--- config.mk ---
export PLATFORM = sky130hd
export DESIGN_NAME = syringe_plunger_valve_sequencer
export DESIGN_NICKNAME = d
export VERILOG_FILES = /design/src/hw/pump_pkg.sv /design/src/hw/syringe_plunger_valve_sequencer.sv
export VERILOG_INCLUDE_DIRS = /design/src /design/src/hw
export SDC_FILE = /design/constraint.sdc
export NUM_CORES = 1
export LEC_CHECK = 0
export BUFFER_PORTS_ARGS = -buffer_cell sky130_fd_sc_hd__buf_2
export CAP_MARGIN = 15
export CORE_ASPECT_RATIO = 0.6
export CORE_MARGIN = 4
export CORE_UTILIZATION = 50
export CTS_BUF_LIST = sky130_fd_sc_hd__clkbuf_8
export DETAILED_ROUTE_END_ITERATION = 6
export PLACE_DENSITY_LB_ADDON = 0.2
export SYNTH_ARGS = -nofsm -noshare
export SYNTH_HDL_FRONTEND = slang
export SYNTH_SLANG_ARGS = --single-unit
export TNS_END_PERCENT = 10
--- constraint.sdc ---
create_clock -name ref_clk -period 4.84 [get_ports ref_clk]
set_clock_uncertainty 0.15 [all_clocks]
set_input_delay 0.968 -clock ref_clk [delete_from_list [all_inputs] [get_ports ref_clk]]
set_output_delay 0.968 -clock ref_clk [all_outputs]
set_load 0.005 [all_outputs]
--- src/hw/pump_consts.svh ---
// Constants for the syringe plunger and valve sequencer
`ifndef PUMP_CONSTS_SVH
`define PUMP_CONSTS_SVH
`define CLK_HZ 40000000
`define SLOPE_TICK_US 400
`define POS_MAX 3000
`define MICRO_HZ 1024
`define INIT_HZ 500
`define SLOPE_DEF 14
`define SLOPE_MIN 1
`define SLOPE_MAX 20
`define TOP_DEF 1400
`define TOP_MIN 5
`define TOP_MAX 5800
`define START_DEF 900
`define START_MIN 50
`define START_MAX 1000
`define CUT_DEF 900
`define CUT_MIN 50
`define CUT_MAX 2700
`define BL_DEF 0
`define BL_MAX 31
`define THRESH_DEF 0
`define OTF_MIN 5
`define OTF_MAX 1024
`define ERR_OPERAND 4'h3
`define ERR_BUSY 4'h7
`define ERR_BYPASS 4'hB
`endif

--- src/hw/pump_pkg.sv ---
// Types shared by the syringe plunger and valve sequencer
package pump_pkg;
    typedef enum logic [4:0] {
        OP_INIT_RIGHT, OP_INIT_LEFT, OP_INIT_NOVALVE, OP_RESYNC,
        OP_ABS, OP_PICKUP, OP_DISPENSE,
        OP_VALVE_IN, OP_VALVE_OUT, OP_VALVE_BYPASS, OP_VALVE_EXTRA,
        OP_SET_THRESH, OP_SET_SLOPE, OP_SET_TOP, OP_SET_START, OP_SET_CUTOFF,
        OP_SET_BACKLASH
    } op_t;
    typedef struct packed {
        op_t op;
        logic quiet;
        logic [15:0] arg;
    } cmd_t;
    typedef enum logic [2:0] {
        PORT_NONE, PORT_LEFT, PORT_RIGHT, PORT_BYPASS, PORT_EXTRA
    } port_t;
    typedef enum logic [2:0] {
        S_IDLE = 3'h0, S_RUN = 3'h1, S_BACK = 3'h3, S_HOME = 3'h2, S_VALVE = 3'h6
    } state_t;
    typedef struct packed {
        state_t state;
        logic [11:0] pos;
        logic [11:0] rem;
        logic [11:0] up;
        logic [12:0] vel;
        logic [12:0] top;
        logic [12:0] start;
        logic [12:0] cut;
        logic [12:0] endv;
        logic [12:0] saved;
        logic [4:0] slope;
        logic [4:0] bl;
        logic [7:0] thresh;
        logic [25:0] acc;
        logic [23:0] tick;
        port_t valve;
        logic out_right;
        logic half;
        logic down;
        logic decel;
        logic bl_pend;
        logic quiet;
        logic otf;
        logic step;
        logic vgo;
        logic err_stb;
        logic [3:0] err;
    } st_t;
endpackage : pump_pkg

--- src/hw/syringe_plunger_valve_sequencer.sv ---
// Command-driven plunger motion and valve sequencer
`timescale 1ns/1ps
`default_nettype none
`include "pump_consts.svh"
module syringe_plunger_valve_sequencer #(
    parameter int TICK_CYC = `SLOPE_TICK_US * (`CLK_HZ / 1000000)
) (
    input wire logic ref_clk,
    input wire logic rst_n,
    input wire logic cmd_valid,
    input wire pump_pkg::cmd_t cmd,
    output logic cmd_ready,
    input wire logic valve_fitted,
    input wire logic distrib_valve,
    input wire logic home_hit,
    input wire logic valve_done,
    input wire logic [11:0] encoder_pos,
    input wire logic [7:0] fluid_level,
    output logic busy,
    output logic err_strobe,
    output logic [3:0] err_code,
    output logic step_pulse,
    output logic step_down,
    output logic microstep,
    output logic half_force,
    output pump_pkg::port_t valve_target,
    output logic valve_go,
    output logic leak_alarm,
    output logic [11:0] plunger_pos
);
    pump_pkg::st_t st_q, st_d;
    logic fire, moving, is_move, is_valve;

    assign moving = st_q.state inside {pump_pkg::S_RUN, pump_pkg::S_BACK, pump_pkg::S_HOME};
    assign cmd_ready = (st_q.state == pump_pkg::S_IDLE) | (st_q.state == pump_pkg::S_RUN & st_q.quiet);
    assign fire = cmd_valid & cmd_ready;
    assign is_move = cmd.op inside {pump_pkg::OP_ABS, pump_pkg::OP_PICKUP, pump_pkg::OP_DISPENSE};
    assign is_valve = cmd.op inside {pump_pkg::OP_VALVE_IN, pump_pkg::OP_VALVE_OUT,
                                     pump_pkg::OP_VALVE_BYPASS, pump_pkg::OP_VALVE_EXTRA};

    always_comb
    begin
        logic [25:0] sum;
        logic [12:0] tgt;
        logic [12:0] inc;
        logic [12:0] nv;
        sum = st_q.acc + 26'(st_q.vel);
        tgt = 13'h0;
        inc = 13'(st_q.slope);
        nv = st_q.vel;
        st_d = st_q;
        st_d.step = 1'b0;
        st_d.vgo = 1'b0;
        st_d.err_stb = 1'b0;
        // Phase accumulator: one step each time the velocity sum passes the clock rate
        if (moving)
        begin
            if (sum >= 26'(`CLK_HZ))
            begin
                st_d.acc = sum - 26'(`CLK_HZ);
                st_d.step = 1'b1;
            end
            else
                st_d.acc = sum;
        end
        unique case (st_q.state)
            pump_pkg::S_IDLE, pump_pkg::S_VALVE:
            begin
                if (st_q.state == pump_pkg::S_VALVE && valve_done)
                    st_d.state = pump_pkg::S_IDLE;
            end
            pump_pkg::S_HOME:
            begin
                if (home_hit)
                begin
                    st_d.pos = 12'h0;
                    st_d.state = pump_pkg::S_IDLE;
                end
            end
            pump_pkg::S_RUN, pump_pkg::S_BACK:
            begin
                if (st_q.state == pump_pkg::S_BACK)
                    st_d.down = 1'b0;
                // Ramp on a fixed tick; a unit of slope code is 1 Hz per 400 us
                if (st_q.tick == 24'(TICK_CYC - 1))
                begin
                    st_d.tick = 24'h0;
                    if (!st_q.otf && st_q.state == pump_pkg::S_RUN)
                    begin
                        if (st_q.decel)
                            nv = (st_q.vel > st_q.endv + inc) ? st_q.vel - inc : st_q.endv;
                        else
                            nv = (st_q.vel + inc < st_q.top) ? st_q.vel + inc : st_q.top;
                        st_d.vel = nv;
                    end
                end
                else
                    st_d.tick = st_q.tick + 24'h1;
                if (st_d.step)
                begin
                    st_d.pos = st_q.down ? st_q.pos + 12'h1 : st_q.pos - 12'h1;
                    st_d.rem = st_q.rem - 12'h1;
                    // Accel steps counted, decel gets the same count, top takes the rest
                    if (!st_q.decel && st_q.vel < st_q.top)
                        st_d.up = st_q.up + 12'h1;
                    if (st_d.rem <= st_d.up)
                        st_d.decel = 1'b1;
                    if (st_q.rem == 12'h1)
                    begin
                        if (st_q.bl_pend)
                        begin
                            st_d.state = pump_pkg::S_BACK;
                            st_d.rem = 12'(st_q.bl);
                            st_d.bl_pend = 1'b0;
                            st_d.vel = st_q.start;
                        end
                        else
                        begin
                            st_d.state = pump_pkg::S_IDLE;
                            st_d.quiet = 1'b0;
                            st_d.otf = 1'b0;
                            if (st_q.otf)
                                st_d.top = st_q.saved;
                        end
                    end
                end
            end
        endcase
        if (fire && st_q.state == pump_pkg::S_RUN)
        begin
            // Only a top velocity change is taken while a quiet move runs
            if (cmd.op == pump_pkg::OP_SET_TOP && st_q.start == st_q.top
                && cmd.arg >= 16'(`OTF_MIN) && cmd.arg <= 16'(`OTF_MAX))
            begin
                if (!st_q.otf)
                    st_d.saved = st_q.top;
                st_d.otf = 1'b1;
                st_d.top = 13'(cmd.arg);
                st_d.vel = 13'(cmd.arg);
            end
            else
            begin
                st_d.err_stb = 1'b1;
                st_d.err = (cmd.op == pump_pkg::OP_SET_TOP) ? `ERR_OPERAND : `ERR_BUSY;
            end
        end
        else if (fire)
        begin
            unique case (cmd.op)
                pump_pkg::OP_INIT_RIGHT, pump_pkg::OP_INIT_LEFT, pump_pkg::OP_INIT_NOVALVE:
                begin
                    if (cmd.arg > 16'h1)
                    begin
                        st_d.err_stb = 1'b1;
                        st_d.err = `ERR_OPERAND;
                    end
                    else
                    begin
                        st_d.state = pump_pkg::S_HOME;
                        st_d.half = cmd.arg[0];
                        st_d.down = 1'b0;
                        st_d.acc = 26'h0;
                        st_d.vel = 13'(`INIT_HZ);
                        if (cmd.op != pump_pkg::OP_INIT_NOVALVE)
                            st_d.out_right = (cmd.op == pump_pkg::OP_INIT_RIGHT);
                        // Init restores every parameter except the leak threshold to its default
                        st_d.top = 13'(`TOP_DEF);
                        st_d.start = 13'(`START_DEF);
                        st_d.cut = 13'(`CUT_DEF);
                        st_d.slope = 5'(`SLOPE_DEF);
                        st_d.bl = 5'(`BL_DEF);
                    end
                end
                pump_pkg::OP_RESYNC:
                    if (distrib_valve)
                        st_d.pos = encoder_pos;
                pump_pkg::OP_ABS, pump_pkg::OP_PICKUP, pump_pkg::OP_DISPENSE:
                begin
                    if (cmd.op == pump_pkg::OP_ABS)
                        tgt = (cmd.arg > 16'(`POS_MAX)) ? 13'h1FFF : 13'(cmd.arg);
                    else if (cmd.op == pump_pkg::OP_PICKUP)
                        tgt = (cmd.arg > 16'(`POS_MAX)) ? 13'h1FFF : 13'(st_q.pos) + 13'(cmd.arg);
                    else
                        tgt = (cmd.arg > 16'(st_q.pos)) ? 13'h1FFF : 13'(st_q.pos) - 13'(cmd.arg);
                    if (st_q.valve == pump_pkg::PORT_BYPASS)
                    begin
                        st_d.err_stb = 1'b1;
                        st_d.err = `ERR_BYPASS;
                    end
                    else if (tgt > 13'(`POS_MAX))
                    begin
                        st_d.err_stb = 1'b1;
                        st_d.err = `ERR_OPERAND;
                    end
                    else if (tgt != 13'(st_q.pos))
                    begin
                        st_d.state = pump_pkg::S_RUN;
                        st_d.down = tgt > 13'(st_q.pos);
                        st_d.rem = st_d.down ? 12'(tgt) - st_q.pos + 12'(st_q.bl)
                                             : st_q.pos - 12'(tgt);
                        st_d.bl_pend = st_d.down && st_q.bl != 5'h0;
                        st_d.endv = st_d.down ? st_q.start : st_q.cut;
                        st_d.vel = st_q.start;
                        st_d.quiet = cmd.quiet;
                        st_d.up = 12'h0;
                        st_d.decel = 1'b0;
                        st_d.acc = 26'h0;
                        st_d.tick = 24'h0;
                    end
                end
                pump_pkg::OP_VALVE_IN, pump_pkg::OP_VALVE_OUT, pump_pkg::OP_VALVE_BYPASS,
                pump_pkg::OP_VALVE_EXTRA:
                begin
                    if (valve_fitted && (cmd.op != pump_pkg::OP_VALVE_EXTRA || distrib_valve))
                    begin
                        st_d.state = pump_pkg::S_VALVE;
                        st_d.vgo = 1'b1;
                        unique case (cmd.op)
                            pump_pkg::OP_VALVE_IN:
                                st_d.valve = st_q.out_right ? pump_pkg::PORT_LEFT
                                                            : pump_pkg::PORT_RIGHT;
                            pump_pkg::OP_VALVE_OUT:
                                st_d.valve = st_q.out_right ? pump_pkg::PORT_RIGHT
                                                            : pump_pkg::PORT_LEFT;
                            pump_pkg::OP_VALVE_BYPASS: st_d.valve = pump_pkg::PORT_BYPASS;
                            default: st_d.valve = pump_pkg::PORT_EXTRA;
                        endcase
                    end
                end
                default:
                begin
                    // Setters: an argument out of range leaves the setting untouched
                    unique case (cmd.op)
                        pump_pkg::OP_SET_THRESH:
                            st_d.err_stb = cmd.arg > 16'hFF;
                        pump_pkg::OP_SET_SLOPE:
                            st_d.err_stb = cmd.arg < 16'(`SLOPE_MIN) || cmd.arg > 16'(`SLOPE_MAX);
                        pump_pkg::OP_SET_TOP:
                            st_d.err_stb = cmd.arg < 16'(`TOP_MIN) || cmd.arg > 16'(`TOP_MAX);
                        pump_pkg::OP_SET_START:
                            st_d.err_stb = cmd.arg < 16'(`START_MIN) || cmd.arg > 16'(`START_MAX);
                        pump_pkg::OP_SET_CUTOFF:
                            st_d.err_stb = cmd.arg < 16'(`CUT_MIN) || cmd.arg > 16'(`CUT_MAX);
                        default:
                            st_d.err_stb = cmd.arg > 16'(`BL_MAX);
                    endcase
                    if (st_d.err_stb)
                        st_d.err = `ERR_OPERAND;
                    else
                        unique case (cmd.op)
                            pump_pkg::OP_SET_THRESH: st_d.thresh = cmd.arg[7:0];
                            pump_pkg::OP_SET_SLOPE: st_d.slope = cmd.arg[4:0];
                            pump_pkg::OP_SET_TOP: st_d.top = cmd.arg[12:0];
                            pump_pkg::OP_SET_START: st_d.start = cmd.arg[12:0];
                            pump_pkg::OP_SET_CUTOFF: st_d.cut = cmd.arg[12:0];
                            default: st_d.bl = cmd.arg[4:0];
                        endcase
                end
            endcase
        end
    end

    always_ff @(posedge ref_clk or negedge rst_n)
    begin
        if (!rst_n)
        begin
            st_q <= '0;
            st_q.top <= 13'(`TOP_DEF);
            st_q.start <= 13'(`START_DEF);
            st_q.cut <= 13'(`CUT_DEF);
            st_q.slope <= 5'(`SLOPE_DEF);
            st_q.thresh <= 8'(`THRESH_DEF);
        end
        else
            st_q <= st_d;
    end

    assign busy = st_q.state != pump_pkg::S_IDLE && !st_q.quiet;
    assign err_strobe = st_q.err_stb;
    assign err_code = st_q.err;
    assign step_pulse = st_q.step;
    assign step_down = st_q.down;
    assign microstep = moving && st_q.vel < 13'(`MICRO_HZ);
    assign half_force = st_q.half && st_q.state == pump_pkg::S_HOME;
    assign valve_target = st_q.valve;
    assign valve_go = st_q.vgo;
    // Lower reading means wetter, so a higher threshold trips earlier
    assign leak_alarm = st_q.thresh != 8'h0 && fluid_level < st_q.thresh;
    assign plunger_pos = st_q.pos;
endmodule : syringe_plunger_valve_sequencer
`default_nettype wire

==> results.yml, run 1 <==
global_routing:
  grt_overflow: 0
  grt_pass1_wl_um: 109200
  track_usage_pct: 34.23
  grt_max_degree: 96
  antenna_found_initial: 0
  grt_pass1_vias: 18571
worst_setup_path:
  critical_path_arrival_ns: 5.13
  crit_fanout: 3
  crit_path_top_delay_cell: "fa_1"
  critPathTopFamily: "compound AO/OA/AOI/OAI gates"
  cp-end-kind: "register"
  worst-path-buf-inv: 2
  cp_common_cell: "ha_1"
  r2r-end: "st_q[186]$_DFF_PN0_"
  crit_path_start_kind: "primary input"
  r2r_setup_slack_ns: 0.01
  r2r_start: "plunger_pos[0]$_DFF_PN0_"
  cp_slowest_stage_delay_ns: 0.37
  critPathKind: "in -> reg"
  path_cells: "buf_2, ha_2, inv_1, fa_1, or2_2, a221oi_2, nor2_1, o21bai_2, o32ai_1, o2bb2ai_1, and2_4, ha_1, ha_1, or3_4, o2111ai_4, a21boi_2, o21a_1, nor2_2, xor2_1, a21oi_1, xnor2_1, mux2i_1"
  critPathRequiredTime_ns: 5.13
  reg2regPathDepth: 21
yosys:
  yosysWarnings: 0
  syn_area_mm2: 0.01879
  synth_common_cells: "nor2_1 (207), nand2_1 (191), dfrtp_1 (184), a21oi_1 (178), ha_1 (170)"
  synthTopCellsByArea: "dfrtp_1 (25%), ha_1 (11%), a21oi_1 (4.7%)"
  synth.most_common_cell: "nor2_1"
  synth_edf_count: 0
  synth.avg_cell_area_um2: 8.163
  ys_types: 102
  async_flop_share_pct: 100.0
  synth-seq-cells: 201
  synth_cells: 2302
  ys_seq_area_share_pct: 26.88
  yosysTopAreaCell: "dfrtp_1"
  synth_nets: 2537
  synth_top_area_share_pct: 24.50
  synthFlopType: "dfrtp_1"
floorplan:
  initial_core_util_pct: 51.22
  dieArea_mm2: 0.04085
  die_y_um: 158.2
  core-area_mm2: 0.03669
  die_w_um: 258.3
  num_rows: 54
  ioPinCount: 77
sta:
  rsz0062_at_grt: "yes"
  setup_viol: 0
  period_share_pct: 99.98
  slew_violations: 0
  fin_crit_ns: 4.839
  fmax_mhz: 206.6
  slew_headroom_pct: 34.39
  setup_slack_ns: 0.0007572
  tightestPinTransition_ns: 0.9805
  finalHoldViolCount: 0
detailed_routing:
  drcViolationCount: 0
  firstDrtPassIters: 6
  viasPerCell: 6.182
  wl_per_cell_um: 22.81
  drtIter0Drc: 2458
  ant_nets: 0
  totalWireLength_um: 71690
  vias: 19429
power_and_ir_drop:
  swShare_pct: 27.26
  pwr_density_cell_mw_per_mm2: 175.7
  p_clk_share_pct: 46.6
  peakVddDrop_uv: 201.1
  power.switching_uw: 1105
  p_total_uw: 4056
  intPower_uw: 2950
  p_comb_share_pct: 12.0
  leakage_uw: 0.01061
  p_seq_share_pct: 41.5
worst_hold_path:
  hold_end: "st_q[120]$_DFFE_PN1P_"
  min_path_type: "reg -> reg"
  min_from: "st_q[120]$_DFFE_PN1P_"
  hold_depth: 2
clock_tree:
  htree_levels: 2
  root_buffer: "clkbuf_8"
  numCtsBuffers: 36
  clock_path_buffers: 3
  clkLatencyLatePin_ns: 0.57
  ctsHoldBuffers: 0
  clock-sinks: 201
  cts_tree: "done"
  path_clk_slew_ns: 0.06
cells_and_area:
  layout.nets: 2847
  utilization_pct: 62.93
  syn_to_final_growth_pct: 22.87
  final_cell_area_mm2: 0.02309
  drive_gt1_share_pct: 24.63
  antennaDiodeCount: 0
placed_design:
  routabilityCongestion: 1.040
  dp_hpwl_um: 56680
  placed_area_mm2: 0.02186
  dpl_worst_slack_ns: -0.9406
  port_buffers: 76
job:
  drv_cap: 0
run_status:
  status: "finished clean"
## state kept, by name (all words and copies together) (netlist names)
name	flops
step_pulse	1
st_q	179
valve_go	1
step_down	1
err_strobe	1
plunger_pos	12
err_code	3
valve_target	3
## timing repair
| item | CTS | global route |
|---|---|---|
| gates resized for setup | 12 | 71 |
| setup buffers | 0 | 11 |
| setup endpoints to repair | 34 | 107 |
| pin swaps | 6 | 32 |
## worst max path at each step
stage	slack, ns	from	to	cells past startpoint
after floorplan	-0.27	cmd[2]	st_q[186]$_DFF_PN0_	26
after global placement	-0.73	cmd[2]	st_q[185]$_DFF_PN0_	23
after detailed placement	-0.94	cmd[2]	st_q[180]$_DFF_PN0_	22
after CTS	-0.01	plunger_pos[0]$_DFF_PN0_	st_q[186]$_DFF_PN0_	22
after global routing	-0.12	plunger_pos[0]$_DFF_PN0_	st_q[186]$_DFF_PN0_	22
final	0.0008	cmd[0]	st_q[186]$_DFF_PN0_	22
## through the flow
step                hold WS (ns)  setup TNS [ns]  instances
floorplan                 0.2992          -2.946       2302
global route              0.3566         -0.7451       3143
CTS                       0.3348        -0.01197       3132
detailed placement        0.3240          -53.37       3067
finish                    0.3325               0       3143
global placement          0.3171          -44.69       3067
## metal layers
metal / vias to the layer above / share of wire [%] / track usage [%]
li1: 8881 / - / -
met1: 9375 / 47 / 52.99
met2: 1042 / 38 / 46.14
met3: 131 / 12 / 10.65
met4: 0 / 2.1 / 7.317
met5: - / 0 / 0
## kinds of logic (layout without fill, tap and decap cells)
logic type                 after synthesis  in the layout  synth area share, %
and+or+nand+nor                        801            801                21.23
AOI/OAI and AO/OA                      627            627                21.98
buffers and inverters                  271            608                6.153
DFF                                    201            201                26.88
adders and majority gates              186            186                13.02
xor gates and xnor gates               150            150                7.071
muxes                                   66             66                3.656
## layout by cell type, fill, tap and decap left out, drive strengths merged, types with 22 or more instances in the layout
master / n
o211ai: 22
nand2: 192
nor3: 71
mux2i: 45
clkbuf: 48
a31oi: 22
a21o: 32
o21a: 32
nor2b: 33
inv: 147
a21oi: 181
xor2: 55
o21ai: 142
nor2: 210
nand2b: 29
ha: 170
xnor2: 95
dfrtp: 184
a211oi: 30
nand3: 78
buf: 400
nor4: 25
nand4: 54
## tightest hold or removal path, delay by kind of cell, from the launching register on
| family | cells | cell delay [ns] |
|---|---|---|
| DFF | 1 | 0.37 |
| and+or+nand+nor | 1 | 0.04 |
| AOI/OAI and AO/OA | 1 | 0.06 |
## area by class of cell
| class | instances | area, µm² |
|---|---|---|
| tap | 504 | 630.6 |
| fill | 3252 | 13600 |
| inverter | 140 | 554.3 |
| sequential | 201 | 5057 |
| multi-input combinational | 1830 | 13050 |
| clock inverter | 20 | 207.7 |
| timing repair buffer | 403 | 2973 |
| clock buffer | 45 | 619.3 |
## power by group through the flow
stage               clock (µW)  sequential, µW  combinational, µW
floorplan                    0            1710                206
global placement             0            1710                447
detailed placement           0            1710                449
CTS                       1920            1680                454
global route              2000            1680                516
finish                    1890            1680                485
No activity file was read; power rests on OpenSTA's default activity.
==> inputs of run 2 (changes only) <==
==> constraint.sdc (replaced) <==
create_clock -name ref_clk -period 4.84 [get_ports ref_clk]
set_clock_uncertainty 0.15 [all_clocks]
set_input_delay 0.242 -clock ref_clk [delete_from_list [all_inputs] [get_ports ref_clk]]
set_output_delay 0.242 -clock ref_clk [all_outputs]
set_load 0.005 [all_outputs]
==> run 2 against run 1 <==
Net effect:
- the run now ends with DRC left
- fmax increased by 1.7%
- sequential cell count is the same
- clock power is 8% lower
- via count down 1.9%
- largest cell class unchanged
- worst setup slack improved by 0.080 ns
- sequential share of layout area is 0.87 points higher
- first-iteration DRC count stayed put
- critical path type unchanged
- global-route usage shrank 0.44 points
- largest power group unchanged
- core utilization decreased by 2.4 points
- power shrank 5.0%
==> results.yml, run 2 (same netlist as run 1, synthesis figures left out) <==
clock_tree:
  root_buffer: "clkbuf_8"
  path_clk_slew_ns: 0.07
  clock_path_buffers: 3
  numCtsBuffers: 35
  clkLatencyLatePin_ns: 0.58
  cts_tree: "done"
  clock-sinks: 201
  htree_levels: 2
power_and_ir_drop:
  swShare_pct: 28.31
  leakage_uw: 0.01009
  power.switching_uw: 1091
  p_seq_share_pct: 43.6
  p_comb_share_pct: 11.1
  p_total_uw: 3852
  pwr_density_cell_mw_per_mm2: 173.4
  peakVddDrop_uv: 169.4
  p_clk_share_pct: 45.3
  intPower_uw: 2762
cells_and_area:
  final_cell_area_mm2: 0.02222
  layout_common_cells: "nor2_1 (206), nand2_1 (190), buf_4 (182)"
  utilization_pct: 60.56
  layout.nets: 2737
  regMostFlops: "st_q"
  final_common_cell: "nor2_1"
  antennaDiodeCount: 0
  largest_reg_flops: 179
  drive_gt1_share_pct: 19.89
  syn_to_final_growth_pct: 18.24
detailed_routing:
  viasPerCell: 6.286
  drtIter0Drc: 2458
  ant_nets: 0
  drcViolationCount: 9
  firstDrtPassIters: 7
  vias: 19066
  wl_per_cell_um: 23.51
  totalWireLength_um: 71310
global_routing:
  track_usage_pct: 33.79
  grt_max_degree: 107
  grt_pass1_vias: 17962
  antenna_found_initial: 0
  grt_pass1_wl_um: 107100
  grt_overflow: 0
sta:
  slew_violations: 0
  setup_viol: 0
  finalHoldViolCount: 0
  slew_headroom_pct: 33.75
  fin_crit_ns: 4.759
  setup-tns-final_ns: 0
  tightestPinTransition_ns: 0.9937
  holdWs_ns: 0.03567
  period_share_pct: 98.33
  fmax_mhz: 210.1
floorplan:
  initial_core_util_pct: 51.22
  die_y_um: 158.2
  num_rows: 54
  dieArea_mm2: 0.04085
  die_w_um: 258.3
  ioPinCount: 77
  core-area_mm2: 0.03669
worst_setup_path:
  crit_fanout: 3
  cp_slowest_stage_delay_ns: 0.53
  critical_path_arrival_ns: 5.05
  crit_path_start_kind: "primary input"
  critPathTopFamily: "compound AO/OA/AOI/OAI gates"
  worst-path-buf-inv: 4
  crit_path_top_delay_cell: "dlygate4sd3_1"
  r2r_setup_slack_ns: 0.08
  critPathRequiredTime_ns: 5.13
  critPathKind: "in -> reg"
  cp-end-kind: "register"
job:
  drv_cap: 0
run_status:
  status: "finished, violations left"
  failed_checks: "DRC"
worst_hold_path:
  min_path_type: "in -> reg"
placed_design:
  placed_area_mm2: 0.02065
  port_buffers: 76
  routabilityCongestion: 1.097
  dp_hpwl_um: 54870
run 2: cell count changes in the layout (fill, tap and decap cells not counted), sizes merged:
cell,previous run,this run
dlygate4sd3,0,24
clkbuf,48,45
clkinvlp,3,4
clkinv,6,8
bufinv,4,2
buf,400,268
run 2: path summary, 6_finish.rpt:
path,startpoint,endpoint,cells after the start
setup / recovery,cmd[5],st_q[186]$_DFF_PN0_,25
hold / removal,valve_fitted,valve_go$_DFF_PN0_,3
setup reg to reg,plunger_pos[5]$_DFF_PN0_,st_q[186]$_DFF_PN0_,22
hold reg to reg,st_q[116]$_DFFE_PN0P_,st_q[116]$_DFFE_PN0P_,2
max in group asynchronous,rst_n,valve_go$_DFF_PN0_,3
min in group asynchronous,rst_n,st_q[31]$_DFF_PN0_,2
run 2: area by class of cell:
cell class,count,area (µm²)
Tap cell,504,630.6
Inverter,140,529.3
Sequential cell,201,5061
Multi-Input combinational cell,1830,13030
Fill cell,3292,14470
Clock buffer,43,591.8
Clock inverter,21,155.1
Timing Repair Buffer,294,2221
run 2: repair_timing:
item	4_1_cts	5_1_grt
pin swaps	1	41
hold buffers	24	0
gates cloned	0	2
endpoints found under the setup margin	12	78
setup buffers	0	7
gates resized for setup	11	97
endpoints found under the hold margin	124	0
run 2: power by group through the flow:
stage	Clock [µW]	Combinational, µW	Sequential (µW)
after CTS	1760	392	1680
final	1740	428	1680
after floorplan	0	183	1710
after global placement	0	374	1710
after detailed placement	0	374	1710
after global routing	1850	454	1680
run 2: routing by layer:
metal / up-vias / part of all wire [%] / track usage, % / wire length (µm)
met4: 0 / 2.3 / 6.906 / 1628
met1: 9192 / 47 / 52.17 / 33320
li1: 8650 / - / - / -
met2: 1081 / 37 / 43.12 / 26170
met3: 143 / 14 / 13.97 / 10180
met5: - / 0 / 0 / 0
run 2: through the flow:
stage          instances  setup WS [ns]
2_1_floorplan       2302        0.07867
3_3_place_gp        2936       -0.07869
3_5_place_dp        2936        -0.2066
4_1_cts             3024       0.009104
5_1_grt             3033       -0.05306
6_report            3033        0.08070
run 2: worst reg2reg max path: stages (launching register included):
cell	delay (ns)
dfrtp_1	0.39
ha_1	0.38
nand4_1	0.24
buf_4	0.20
a21oi_1	0.23
o22a_2	0.26
nor2_4	0.04
nand2_1	0.05
and2_2	0.22
fa_1	0.47
ha_1	0.30
a21o_1	0.17
a21oi_2	0.16
nor2b_1	0.06
o21a_1	0.19
o2111ai_1	0.23
a21boi_1	0.11
o21a_1	0.18
nor2_1	0.12
xor2_1	0.15
a21oi_1	0.09
xnor2_1	0.15
mux2i_1	0.09
